$ cat src/logic/exec_pkg.sv
// Shared constants and types of the complement, adjust, step and divide execution slice.
// Assumes an 8-bit core with byte-wide internal RAM and bank registers held in that RAM.
package exec_pkg;

  // Opcodes handled by this slice
  localparam logic [7:0] OP_CPL_A = 8'hF3;
  localparam logic [7:0] OP_CPL_C = 8'hB3;
  localparam logic [7:0] OP_CPL_BIT = 8'hB2;
  localparam logic [7:0] OP_DA = 8'hD4;
  localparam logic [7:0] OP_DEC_IND = 8'h16;
  localparam logic [7:0] OP_DEC_A = 8'h14;
  localparam logic [7:0] OP_DEC_REG = 8'h18;
  localparam logic [7:0] OP_DEC_DIR = 8'h15;
  localparam logic [7:0] OP_DIV = 8'h84;
  localparam logic [7:0] OP_LOOP_COUNT_BRANCH_OP_DIR = 8'hD5;
  localparam logic [7:0] OP_INC_IND = 8'h06;
  localparam logic [7:0] OP_INC_A = 8'h04;
  localparam logic [7:0] OP_INC_POINTER16_REGISTER = 8'hA3;
  localparam logic [7:0] IND_MASK = 8'hFE;
  localparam logic [7:0] REG_MASK = 8'hF8;

  // Machine cycles per instruction and clocks per machine cycle
  localparam int MC_CLKS_DEF = 4;
  localparam int CYC_ONE = 1;
  localparam int CYC_TWO = 2;
  localparam int CYC_DIV = 4;

  // Instruction lengths in bytes
  localparam logic [15:0] LEN1 = 16'h0001;
  localparam logic [15:0] LEN2 = 16'h0002;
  localparam logic [15:0] LEN3 = 16'h0003;

  // Bit address to byte address mapping
  localparam logic [7:0] BIT_AREA_BASE = 8'h20;
  localparam logic [7:0] BIT_SFR_MASK = 8'hF8;

  // Decimal adjust constants
  localparam logic [3:0] BCD_DIGIT_MAX = 4'h9;
  localparam logic [7:0] BCD_LOW_FIX = 8'h06;
  localparam logic [7:0] BCD_HIGH_FIX = 8'h60;

  typedef enum {S_IDLE, S_PTR, S_RD, S_WR, S_DIV, S_WAIT} state_t;

  typedef enum {K_NONE, K_CPL_A, K_CPL_C, K_CPL_BIT, K_DA, K_DEC_IND, K_DEC_A, K_DEC_REG,
    K_DEC_DIR, K_DIV, K_LOOP_COUNT_BRANCH_OP, K_INC_IND, K_INC_A, K_INC_POINTER16_REGISTER} op_kind_t;

  function automatic op_kind_t decode(input logic [7:0] op);
    op_kind_t k;
    k = K_NONE;
    if (op == OP_CPL_A) k = K_CPL_A;
    else if (op == OP_CPL_C) k = K_CPL_C;
    else if (op == OP_CPL_BIT) k = K_CPL_BIT;
    else if (op == OP_DA) k = K_DA;
    else if ((op & IND_MASK) == OP_DEC_IND) k = K_DEC_IND;
    else if (op == OP_DEC_A) k = K_DEC_A;
    else if ((op & REG_MASK) == OP_DEC_REG) k = K_DEC_REG;
    else if (op == OP_DEC_DIR) k = K_DEC_DIR;
    else if (op == OP_DIV) k = K_DIV;
    else if (op == OP_LOOP_COUNT_BRANCH_OP_DIR) k = K_LOOP_COUNT_BRANCH_OP;
    else if ((op & IND_MASK) == OP_INC_IND) k = K_INC_IND;
    else if (op == OP_INC_A) k = K_INC_A;
    else if (op == OP_INC_POINTER16_REGISTER) k = K_INC_POINTER16_REGISTER;
    return k;
  endfunction : decode

endpackage : exec_pkg

$ cat src/logic/bcd_adjust.sv
// Combinational decimal adjust of the accumulator after a packed-BCD add.
// Assumes the caller registers the result; nothing here is stored.
`timescale 1ns/1ps
module bcd_adjust (
  input wire logic [7:0] accIn,
  input wire logic carryIn,
  input wire logic halfIn,
  output logic [7:0] accOut,
  output logic carryOut
);
  logic lowFix;
  logic highFix;
  logic midCarry;
  logic [8:0] lowSum;
  logic [8:0] highSum;

  always_comb begin
    lowFix = halfIn || (accIn[3:0] > exec_pkg::BCD_DIGIT_MAX);
    lowSum = {1'b0, accIn} + (lowFix ? {1'b0, exec_pkg::BCD_LOW_FIX} : 9'h000);
    // Carry counts whether it was set before or after the low fix
    midCarry = carryIn || lowSum[8];
    highFix = midCarry || (lowSum[7:4] > exec_pkg::BCD_DIGIT_MAX);
    highSum = {1'b0, lowSum[7:0]} + (highFix ? {1'b0, exec_pkg::BCD_HIGH_FIX} : 9'h000);
    accOut = highSum[7:0];
    carryOut = midCarry || highSum[8];
  end
endmodule : bcd_adjust

$ cat src/logic/unsigned_divider.sv
// Iterative restoring divider, one quotient bit per clock.
// Assumes start is a one-cycle pulse while not running; done pulses W+1 clocks later.
`timescale 1ns/1ps
module unsigned_divider #(
  parameter int W = 8
) (
  input wire logic clk,
  input wire logic rst_n,
  input wire logic start,
  input wire logic [W-1:0] dividend,
  input wire logic [W-1:0] divisor,
  output logic done,
  output logic [W-1:0] quotient,
  output logic [W-1:0] remainder
);
  localparam int CW = $clog2(W + 1);
  logic running;
  logic [CW-1:0] steps;
  logic [W:0] rem;
  logic [W-1:0] quo;
  logic [W-1:0] den;
  logic [W:0] trial;

  assign trial = {rem[W-1:0], quo[W-1]} - {1'b0, den};
  assign done = running && (steps == '0);
  assign quotient = quo;
  assign remainder = rem[W-1:0];

  always_ff @(posedge clk or negedge rst_n) begin
    if (!rst_n) begin
      running <= 1'b0;
      steps <= '0;
      rem <= '0;
      quo <= '0;
      den <= '0;
    end else if (start) begin
      running <= 1'b1;
      steps <= CW'(W);
      rem <= '0;
      quo <= dividend;
      den <= divisor;
    end else if (done) begin
      running <= 1'b0;
    end else if (running) begin
      steps <= steps - 1'b1;
      // A borrow means the trial failed and the shifted remainder is kept
      if (!trial[W]) begin
        rem <= trial;
        quo <= {quo[W-2:0], 1'b1};
      end else begin
        rem <= {rem[W-1:0], quo[W-1]};
        quo <= {quo[W-2:0], 1'b0};
      end
    end
  end
endmodule : unsigned_divider

$ cat src/logic/complement_adjust_step_divide_exec.sv
// Execution slice for complement, decimal adjust, increment, decrement, divide and
// decrement-and-branch. Assumes a same-clock RAM port with combinational read data.
`timescale 1ns/1ps
module complement_adjust_step_divide_exec #(
  parameter int MC_CLKS = exec_pkg::MC_CLKS_DEF
) (
  input wire logic clk,
  input wire logic rst_n,
  input wire logic start,
  input wire logic [7:0] opcode,
  input wire logic [7:0] operand1,
  input wire logic [7:0] operand2,
  input wire logic [15:0] pcIn,
  input wire logic [1:0] bankSel,
  input wire logic load,
  input wire logic [7:0] accIn,
  input wire logic [7:0] auxIn,
  input wire logic carryIn,
  input wire logic halfCarryIn,
  input wire logic excessIn,
  input wire logic [15:0] pointerIn,
  output logic [7:0] memAddr,
  input wire logic [7:0] memRdData,
  output logic memWrEn,
  output logic [7:0] memWrData,
  output logic busy,
  output logic done,
  output logic reject,
  output logic [15:0] newPc,
  output logic [7:0] acc,
  output logic [7:0] quotient_pair_aux,
  output logic carry,
  output logic half_carry_flag,
  output logic signed_excess_flag,
  output logic [15:0] pointer16_register
);
  // Clocks minus one for each machine-cycle count
  localparam logic [7:0] ONE_CLKS = 8'(MC_CLKS * exec_pkg::CYC_ONE - 1);
  localparam logic [7:0] TWO_CLKS = 8'(MC_CLKS * exec_pkg::CYC_TWO - 1);
  localparam logic [7:0] DIV_CLKS = 8'(MC_CLKS * exec_pkg::CYC_DIV - 1);

  exec_pkg::state_t st;
  exec_pkg::op_kind_t kind;
  exec_pkg::op_kind_t curKind;
  logic accept;
  logic [7:0] remain;
  logic [2:0] bitIdx;
  logic [7:0] offset;
  logic [15:0] pcCap;
  logic [7:0] divisorCap;
  logic [7:0] bcdAcc;
  logic bcdCarry;
  logic divDone;
  logic [7:0] divQuo;
  logic [7:0] divRem;
  logic divZero;
  logic [7:0] stepDown;
  logic [7:0] next_wrData;

  assign kind = exec_pkg::decode(opcode);
  assign accept = start && (st == exec_pkg::S_IDLE) && (kind != exec_pkg::K_NONE);
  assign reject = start && (st == exec_pkg::S_IDLE) && (kind == exec_pkg::K_NONE);
  assign busy = (st != exec_pkg::S_IDLE);
  assign done = (st == exec_pkg::S_WAIT) && (remain == 8'h00);
  assign memWrEn = (st == exec_pkg::S_WR);
  assign divZero = (divisorCap == 8'h00);
  assign stepDown = memRdData - 8'h01;

  bcd_adjust u_bcd (
    .accIn(acc),
    .carryIn(carry),
    .halfIn(half_carry_flag),
    .accOut(bcdAcc),
    .carryOut(bcdCarry)
  );

  unsigned_divider #(.W(8)) u_div (
    .clk(clk),
    .rst_n(rst_n),
    .start(accept && (kind == exec_pkg::K_DIV)),
    .dividend(acc),
    .divisor(quotient_pair_aux),
    .done(divDone),
    .quotient(divQuo),
    .remainder(divRem)
  );

  // Sequencer
  always_ff @(posedge clk or negedge rst_n) begin
    if (!rst_n) begin
      st <= exec_pkg::S_IDLE;
    end else begin
      case (st)
        exec_pkg::S_IDLE: begin
          if (accept) begin
            case (kind)
              exec_pkg::K_DEC_IND, exec_pkg::K_INC_IND: st <= exec_pkg::S_PTR;
              exec_pkg::K_DEC_REG, exec_pkg::K_DEC_DIR, exec_pkg::K_CPL_BIT,
              exec_pkg::K_LOOP_COUNT_BRANCH_OP: st <= exec_pkg::S_RD;
              exec_pkg::K_DIV: st <= exec_pkg::S_DIV;
              default: st <= exec_pkg::S_WAIT;
            endcase
          end
        end
        exec_pkg::S_PTR: st <= exec_pkg::S_RD;
        exec_pkg::S_RD: st <= exec_pkg::S_WR;
        exec_pkg::S_WR: st <= exec_pkg::S_WAIT;
        exec_pkg::S_DIV: begin
          if (divDone) begin
            st <= exec_pkg::S_WAIT;
          end
        end
        exec_pkg::S_WAIT: begin
          if (remain == 8'h00) begin
            st <= exec_pkg::S_IDLE;
          end
        end
        default: st <= exec_pkg::S_IDLE;
      endcase
    end
  end

  // Machine cycle count; memory steps need MC_CLKS of at least four
  always_ff @(posedge clk or negedge rst_n) begin
    if (!rst_n) begin
      remain <= 8'h00;
    end else if (accept) begin
      case (kind)
        exec_pkg::K_DIV: remain <= DIV_CLKS;
        exec_pkg::K_LOOP_COUNT_BRANCH_OP, exec_pkg::K_INC_POINTER16_REGISTER: remain <= TWO_CLKS;
        default: remain <= ONE_CLKS;
      endcase
    end else if (busy && (remain != 8'h00)) begin
      remain <= remain - 8'h01;
    end
  end

  // Captured operands
  always_ff @(posedge clk or negedge rst_n) begin
    if (!rst_n) begin
      curKind <= exec_pkg::K_NONE;
      bitIdx <= 3'h0;
      offset <= 8'h00;
      pcCap <= 16'h0000;
      divisorCap <= 8'h00;
    end else if (accept) begin
      curKind <= kind;
      bitIdx <= operand1[2:0];
      offset <= operand2;
      pcCap <= pcIn;
      divisorCap <= quotient_pair_aux;
    end
  end

  // RAM address: pointer register, bank register, direct byte or bit byte
  always_ff @(posedge clk or negedge rst_n) begin
    if (!rst_n) begin
      memAddr <= 8'h00;
    end else if (accept) begin
      case (kind)
        exec_pkg::K_DEC_IND, exec_pkg::K_INC_IND: memAddr <= {3'b000, bankSel, 2'b00, opcode[0]};
        exec_pkg::K_DEC_REG: memAddr <= {3'b000, bankSel, opcode[2:0]};
        exec_pkg::K_CPL_BIT: begin
          if (operand1[7]) begin
            memAddr <= operand1 & exec_pkg::BIT_SFR_MASK;
          end else begin
            memAddr <= exec_pkg::BIT_AREA_BASE + {4'h0, operand1[6:3]};
          end
        end
        default: memAddr <= operand1;
      endcase
    end else if (st == exec_pkg::S_PTR) begin
      // pointer fetched from R0 or R1
      // pointer fetched from R0 or R1
      memAddr <= memRdData;
    end
  end

  // Read-modify-write data, wrapping modulo 256
  always_comb begin
    case (curKind)
      exec_pkg::K_INC_IND: next_wrData = memRdData + 8'h01;
      exec_pkg::K_CPL_BIT: next_wrData = memRdData ^ (8'h01 << bitIdx);
      default: next_wrData = stepDown;
    endcase
  end

  always_ff @(posedge clk or negedge rst_n) begin
    if (!rst_n) begin
      memWrData <= 8'h00;
    end else if (st == exec_pkg::S_RD) begin
      memWrData <= next_wrData;
    end
  end

  // Next program counter
  always_ff @(posedge clk or negedge rst_n) begin
    if (!rst_n) begin
      newPc <= 16'h0000;
    end else if (accept) begin
      case (kind)
        exec_pkg::K_LOOP_COUNT_BRANCH_OP: newPc <= pcIn + exec_pkg::LEN3;
        exec_pkg::K_CPL_BIT, exec_pkg::K_DEC_DIR: newPc <= pcIn + exec_pkg::LEN2;
        default: newPc <= pcIn + exec_pkg::LEN1;
      endcase
    end else if ((st == exec_pkg::S_RD) && (curKind == exec_pkg::K_LOOP_COUNT_BRANCH_OP) &&
                 (stepDown != 8'h00)) begin
      newPc <= newPc + {{8{offset[7]}}, offset};
    end
  end

  // Accumulator, auxiliary register, flags and pointer; start beats a load
  always_ff @(posedge clk or negedge rst_n) begin
    if (!rst_n) begin
      acc <= 8'h00;
      quotient_pair_aux <= 8'h00;
      carry <= 1'b0;
      half_carry_flag <= 1'b0;
      signed_excess_flag <= 1'b0;
      pointer16_register <= 16'h0000;
    end else if (accept) begin
      case (kind)
        exec_pkg::K_CPL_A: acc <= ~acc;
        exec_pkg::K_CPL_C: carry <= ~carry;
        exec_pkg::K_DA: begin
          acc <= bcdAcc;
          carry <= bcdCarry;
        end
        exec_pkg::K_DEC_A: acc <= acc - 8'h01;
        exec_pkg::K_INC_A: acc <= acc + 8'h01;
        exec_pkg::K_INC_POINTER16_REGISTER: pointer16_register <= pointer16_register + 16'h0001;
        default: acc <= acc;
      endcase
    end else if ((st == exec_pkg::S_DIV) && divDone) begin
      carry <= 1'b0;
      signed_excess_flag <= divZero;
      // Zero divisor leaves both operands as they were
      if (!divZero) begin
        acc <= divQuo;
        quotient_pair_aux <= divRem;
      end
    end else if (load && !start && (st == exec_pkg::S_IDLE)) begin
      acc <= accIn;
      quotient_pair_aux <= auxIn;
      carry <= carryIn;
      half_carry_flag <= halfCarryIn;
      signed_excess_flag <= excessIn;
      pointer16_register <= pointerIn;
    end
  end
endmodule : complement_adjust_step_divide_exec

$ cat config.mk
export PLATFORM = sky130hd
export DESIGN_NAME = complement_adjust_step_divide_exec
export DESIGN_NICKNAME = d
export VERILOG_FILES = /design/src/logic/exec_pkg.sv /design/src/logic/bcd_adjust.sv /design/src/logic/unsigned_divider.sv /design/src/logic/complement_adjust_step_divide_exec.sv
export SDC_FILE = /design/constraint.sdc
export NUM_CORES = 1
export LEC_CHECK = 0
export BUFFER_PORTS_ARGS = -buffer_cell sky130_fd_sc_hd__buf_2
export CORE_UTILIZATION = 43
export DETAILED_ROUTE_END_ITERATION = 8
export HOLD_SLACK_MARGIN = 0.06
export PLACE_DENSITY = 0.62
export SLEW_MARGIN = 15
export SYNTH_ARGS = -nofsm -noshare
export SYNTH_HDL_FRONTEND = slang
export SYNTH_SLANG_ARGS = --single-unit
$ cat constraint.sdc
create_clock -name clk -period 8.9 [get_ports clk]
set_input_delay 0 -clock clk [delete_from_list [all_inputs] [get_ports clk]]
set_output_delay 0 -clock clk [all_outputs]
set_load 0.005 [all_outputs]
Word level (Yosys, flattened, before mapping)
Cells that the tools add are included.

Bits in registers: 187.

$add $sub $neg: 15. Reductions and logical operators: 47. Order comparisons: 2. Shift operators: 1. Eq/ne operators: 50. Bitwise operators: 5. Multiplexer cells: 62.

Operators with widths (number): equality test 32 x 4 -> 1 bit (second input constant) (9); equality test 32 x 3 -> 1 bit (second input constant) (8); 2-to-1 mux 32 bit (7); equality test 32 x 2 -> 1 bit (second input constant) (6); one-hot mux 32 bit (6 select lines) (1); 2-to-1 mux 8 bit (19); logical NOT 32 bit (3); 2-to-1 mux 16 bit (6); equality test 32 x 1 -> 1 bit (second input constant) (2); equality test 32 x 5 -> 1 bit (second input constant) (2); nonzero test 32 bit (2); equality test 8 bit (second input constant) (7); 2-to-1 mux 4 bit (12); adder 16 x 1 -> 16 bit (second input constant) (2); adder 16 x 2 -> 16 bit (second input constant) (2); one-hot mux 16 bit (2 select lines) (1); one-hot mux 8 bit (4 select lines) (1); one-hot mux 8 bit (3 select lines) (1); subtractor 8 x 1 -> 8 bit (second input constant) (3); adder 8 x 9 -> 9 bit (2); adder 16 bit (1); adder 8 x 1 -> 8 bit (second input constant) (2); equality test 8 x 5 -> 1 bit (second input constant) (2); logical NOT 8 bit (2); other kinds (35) (79).

Longest topological paths before layout
Depth after elaboration: 19. Depth in mapped cells: 17. Mapped depth without buffers: 17.

Hierarchy
Synthesis repeated with hierarchy kept, for this count alone.

Cell total of the unflattened synthesis: 1073. Area, all modules: 9260.1 um^2.

Modules (own cells, without submodules): complement_adjust_step_divide_exec (times used 1, cells an instance 859, area each 7322.0 um^2, sequential area each 2527.4 um^2); unsigned_divider (times used 1, cells an instance 181, area each 1669.1 um^2, sequential area each 725.7 um^2); bcd_adjust (times used 1, cells an instance 33, area each 269.0 um^2, sequential area each 0.0 um^2).

Worst setup path after synthesis
OpenSTA, ideal clock, no wires.

Path kind: reg-to-reg. Start: register acc[3]. End: register acc[7]. Arrival time: 3.347 ns. Cell stages (with the launch flop): 18. Path slack: 5.422 ns. Path buffers: 0. Cell sequence: dfrtp_1 -> o21ai_0 -> nand2b_1 -> ha_1 -> inv_1 -> fa_1 -> nand3b_1 -> xnor2_1 -> or2_2 -> a221o_1 -> ha_1 -> inv_1 -> fa_1 -> xor2_1 -> o22ai_1 -> xnor2_1 -> a222oi_1 -> a21oi_1.

Cells in the longest elaborated chain, start to end: 10. Elaborated cells on any way between the ends: 13.

Ends and longest elaborated chain: start, declared (RTL line complement_adjust_step_divide_exec.sv:30) `output logic [7:0] acc,`; start signal, assigned (RTL line complement_adjust_step_divide_exec.sv:223) `exec_pkg::K_CPL_A: acc <= ~acc;`; start signal, assigned (RTL line complement_adjust_step_divide_exec.sv:229) `exec_pkg::K_DEC_A: acc <= acc - 8'h01;`; start signal, assigned (RTL line complement_adjust_step_divide_exec.sv:230) `exec_pkg::K_INC_A: acc <= acc + 8'h01;`; greater-than comparator 4 bit (RTL line bcd_adjust.sv:18) `lowFix = halfIn || (accIn[3:0] > exec_pkg::BCD_DIGIT_MAX);`; logical OR 1 bit (RTL line bcd_adjust.sv:18); 2-to-1 mux 3 bit (RTL line bcd_adjust.sv:19) `lowSum = {1'b0, accIn} + (lowFix ? {1'b0, exec_pkg::BCD_LOW_FIX} : 9'h000);`; adder 8 x 9 -> 9 bit (RTL line bcd_adjust.sv:19); greater-than comparator 4 bit / logical OR 1 bit (equally long branches) (RTL line bcd_adjust.sv:22, bcd_adjust.sv:21); logical OR 1 bit (RTL line bcd_adjust.sv:22) `highFix = midCarry || (lowSum[7:4] > exec_pkg::BCD_DIGIT_MAX);`; 2-to-1 mux 7 bit (RTL line bcd_adjust.sv:23) `highSum = {1'b0, lowSum[7:0]} + (highFix ? {1'b0, exec_pkg::BCD_HIGH_FIX} : 9'h000);`; adder 8 x 9 -> 9 bit (RTL line bcd_adjust.sv:23); one-hot mux 8 bit (4 select lines) * (RTL line complement_adjust_step_divide_exec.sv:222) `case (kind)`; 2-to-1 mux 8 bit * (RTL line complement_adjust_step_divide_exec.sv:221) `end else if (accept) begin`.

Every way passes the cells marked *; elsewhere a longest branch is shown, timed or not. A chain may end at the register's enable or synchronous reset.

Worst setup path in the final report
Ends and elaborated chain as after synthesis.

==> results_dict.tcl <==
set metrics [dict create \
    dp.cells 1455 \
    p_leak_nw 5.28 \
    power.density_nw_per_um2 260 \
    reg2reg_to "acc[7]$_DFFE_PN0P_" \
    syn_area_per_cell_um2 8.32 \
    slowest_stage "dfrtp_1" \
    num_rows 52 \
    clock_latency_ps 420 \
    die_h_um 146 \
    synth-edff-count 0 \
    drtAntennaViolNets 0 \
    min_period_ps 3810 \
    synth_nets 1210 \
    startpoint "acc[3]$_DFFE_PN0P_" \
    areaGrowthSynthToFinish_pct 27.9 \
    wl_per_cell_um 15.9 \
    synth_area_um2 8920 \
    ys_warn_count 0 \
    synth_top_cell_area_share_pct 36.5 \
    max_freq_ghz 0.262 \
    grt_max_degree 69 \
    critical_path.max_fanout 10 \
    io_pins 160 \
    cts_resized 0 \
    fin_util_pct 56.2 \
    rsz0062_at_grt "no" \
    cts_tree "built" \
    rr_startpoint "acc[3]$_DFFE_PN0P_" \
    drc 0 \
    htreeDepth 4 \
    first_global_vias 8360 \
    final.period_utilization_pct 42.9 \
    cp.required_ps 9200 \
    root_buffer "clkbuf_16" \
    path_class "reg2reg" \
    viasPerCell 5.46 \
    finalPower_mw 2.96 \
    ys_ff_latch 130 \
    final_common_cell "nand2_1" \
    hpwl_um 17300 \
    numCtsBuffers 17 \
    max-cap-violations 0 \
    antenna_found_initial 0 \
    min-delay-start "pcIn[2]" \
    cts.clk_slew.worst_paths_ps 60 \
    nFillCells 1889 \
    cts_hold_buf 89 \
    drt_iter0_markers 490 \
    dieArea_um2 21300 \
    grt_pass1_wl_um 41500 \
    ff2ff_setup_slack_ps 5090 \
    synth.distinct_cells 79 \
    dr_total_vias 8605 \
    globalRouteOverflowTotal 0 \
    setup_tns_ps 0 \
    synth-seq-area-share_pct 36.5 \
    outcome "finished, final reports clean" \
    drive_gt1_share_pct 16.7 \
    post-cts-setup-buffer-count 0 \
    clkSinkCount 130 \
    grtUsageTotal_pct 24.0 \
    tightestPinTransition_ps 1000 \
    min_to "newPc[2]$_DFFE_PN0P_" \
    synth_flop_cell "dfrtp_1" \
    initial_utilization_pct 43.9 \
    report.final.slew_viol_count 0 \
    diodes 0 \
    routed_wl_um 25100 \
    synth.area.top_cells "dfrtp_1 (36%), nand2_1 (7.7%), ha_1 (6.0%), o21ai_0 (4.4%), a21oi_1 (4.0%)" \
    clk_path_buf_depth 2 \
    ff2ff_path_depth 17 \
    die_w_um 146 \
    arrival_ps 4110 \
    fin_nets 1431 \
    layout_common_cells "nand2_1 (182), buf_2 (158), dfrtp_1 (130)" \
    port_buffers 159 \
    async_flop_share_pct 100 \
    worstSetupStartpointType "flop" \
    clock_skew_ps 11.5 \
    slowest_delay_ps 510 \
    whs_path_depth 5 \
    final_cell_count_no_fill 1575 \
    synth_largest_area_cell "dfrtp_1" \
    slew_headroom_pct 33.2 \
    hold_class "in2reg" \
    finalSetupViolCount 0 \
    core_um2 20300 \
    cp-end-kind "flop" \
    hold_violations 0 \
    gp_congestion 0.890 \
    drt_pass1_iterations 5 \
    ir_worst_vdd_v 0.000138 \
    syn_inst 1072 \
    path_cells "o21ai_0, nand2b_1, ha_1, inv_1, fa_1, nand3b_1, xnor2_1, or2_2, a221o_1, ha_1, inv_1, fa_1, xor2_1, o22ai_1, xnor2_1, a222oi_1, a21oi_1" \
]
[flip-flops by register name, indices dropped and copies added, names as in the netlist, 3 cells and up]
| signal | count |
|---|---|
| remain | 8 |
| offset | 8 |
| quotient_pair_aux | 8 |
| newPc | 16 |
| u_div.rem | 8 |
| u_div.den | 8 |
| acc | 8 |
| u_div.quotient | 8 |
| pointer16_register | 16 |
| u_div.steps | 4 |
| curKind | 4 |
| bitIdx | 3 |
| st | 3 |
| memWrData | 8 |
| memAddr | 8 |
| divisorCap | 8 |
[worst max-delay path by stage]
stage,to,slack (ps),cells after the start
6_report,acc[7]$_DFFE_PN0P_,5090,17
4_1_cts,acc[7]$_DFFE_PN0P_,5100,17
2_1_floorplan,acc[7]$_DFFE_PN0P_,5420,17
5_1_grt,acc[7]$_DFFE_PN0P_,4710,17
3_3_place_gp,acc[7]$_DFFE_PN0P_,5230,17
3_5_place_dp,acc[7]$_DFFE_PN0P_,5130,17
[synthesized netlist by cell type (4+ instances only)]
master,number
or3_1,11
a21oi_1,72
o21a_1,8
or2_2,7
nor3_1,26
nor2b_1,17
buf_2,25
a2bb2oi_1,4
o21ai_1,5
dfrtp_1,130
a31oi_1,26
a21boi_0,4
and2_1,7
nand4_1,8
nor4_1,9
nand2_1,182
o211ai_1,4
a21o_1,8
xnor2_1,32
a32oi_1,4
xor2_1,20
o31ai_1,7
o21ai_0,78
clkbuf_1,22
nor3b_1,8
a221oi_1,6
ha_1,43
mux2i_1,26
a22o_1,6
fa_1,6
a211oi_1,17
nand3b_1,8
nor2_1,84
nand3_1,23
nand2b_1,10
o22ai_1,7
inv_1,46
and3_1,7
[kinds of logic after synthesis]
family          after synthesis  synth area share (%)
compound gates              293                  21.0
xor+xnor                     53                  5.29
mux                          28                  3.17
flops                       130                  36.5
buf+inv                      99                  4.81
simple gates                420                  21.9
fa+ha+maj                    49                  7.38
[report_power, final]
group          internal (mW)  total (mW)  switching, mW
Clock                  0.491       0.747          0.257
Sequential             0.812        1.06          0.247
Combinational          0.572        1.16          0.585
[layer usage]
metal | wire length [µm] | vias up | share of wire [%] | global-route usage [%]
met5 | 0 | - | 0 | 0
met4 | 308 | 0 | 1.2 | 6.77
met3 | 1230 | 28 | 4.9 | 4.75
met2 | 11700 | 246 | 47 | 39.0
met1 | 11800 | 4074 | 47 | 32.6
li1 | - | 4257 | - | -
[area by class of cell]
class	instances	area, µm²	share of cell area (%)
Timing Repair Buffer	255	1750	15.3
Tap cell	270	338	2.96
Multi-Input combinational cell	843	5270	46.2
Inverter	46	173	1.51
Sequential cell	130	3250	28.5
Clock buffer	23	478	4.19
Clock inverter	8	150	1.32
[worst max-delay path: cells and delay by family (launching register included)]
family,cells,cell delay (ps)
buffers and inverters,2,120
DFF,1,510
and+or+nand+nor,3,600
AOI/OAI and AO/OA,5,1020
adders and majority gates,4,950
xor gates and xnor gates,3,460
[through the flow]
| step | area (µm²) | hold slack [ps] | worst slack [ps] |
|---|---|---|---|
| final | 11400 | 98.4 | 5090 |
| after global routing | 11400 | 112 | 4710 |
| after CTS | 11400 | 88.3 | 5100 |
| after detailed placement | 9880 | 27.7 | 5130 |
| after global placement | 9880 | 26.7 | 5230 |
| after floorplan | 8920 | -296 | 5420 |
Power figures use the tool's default switching activity.
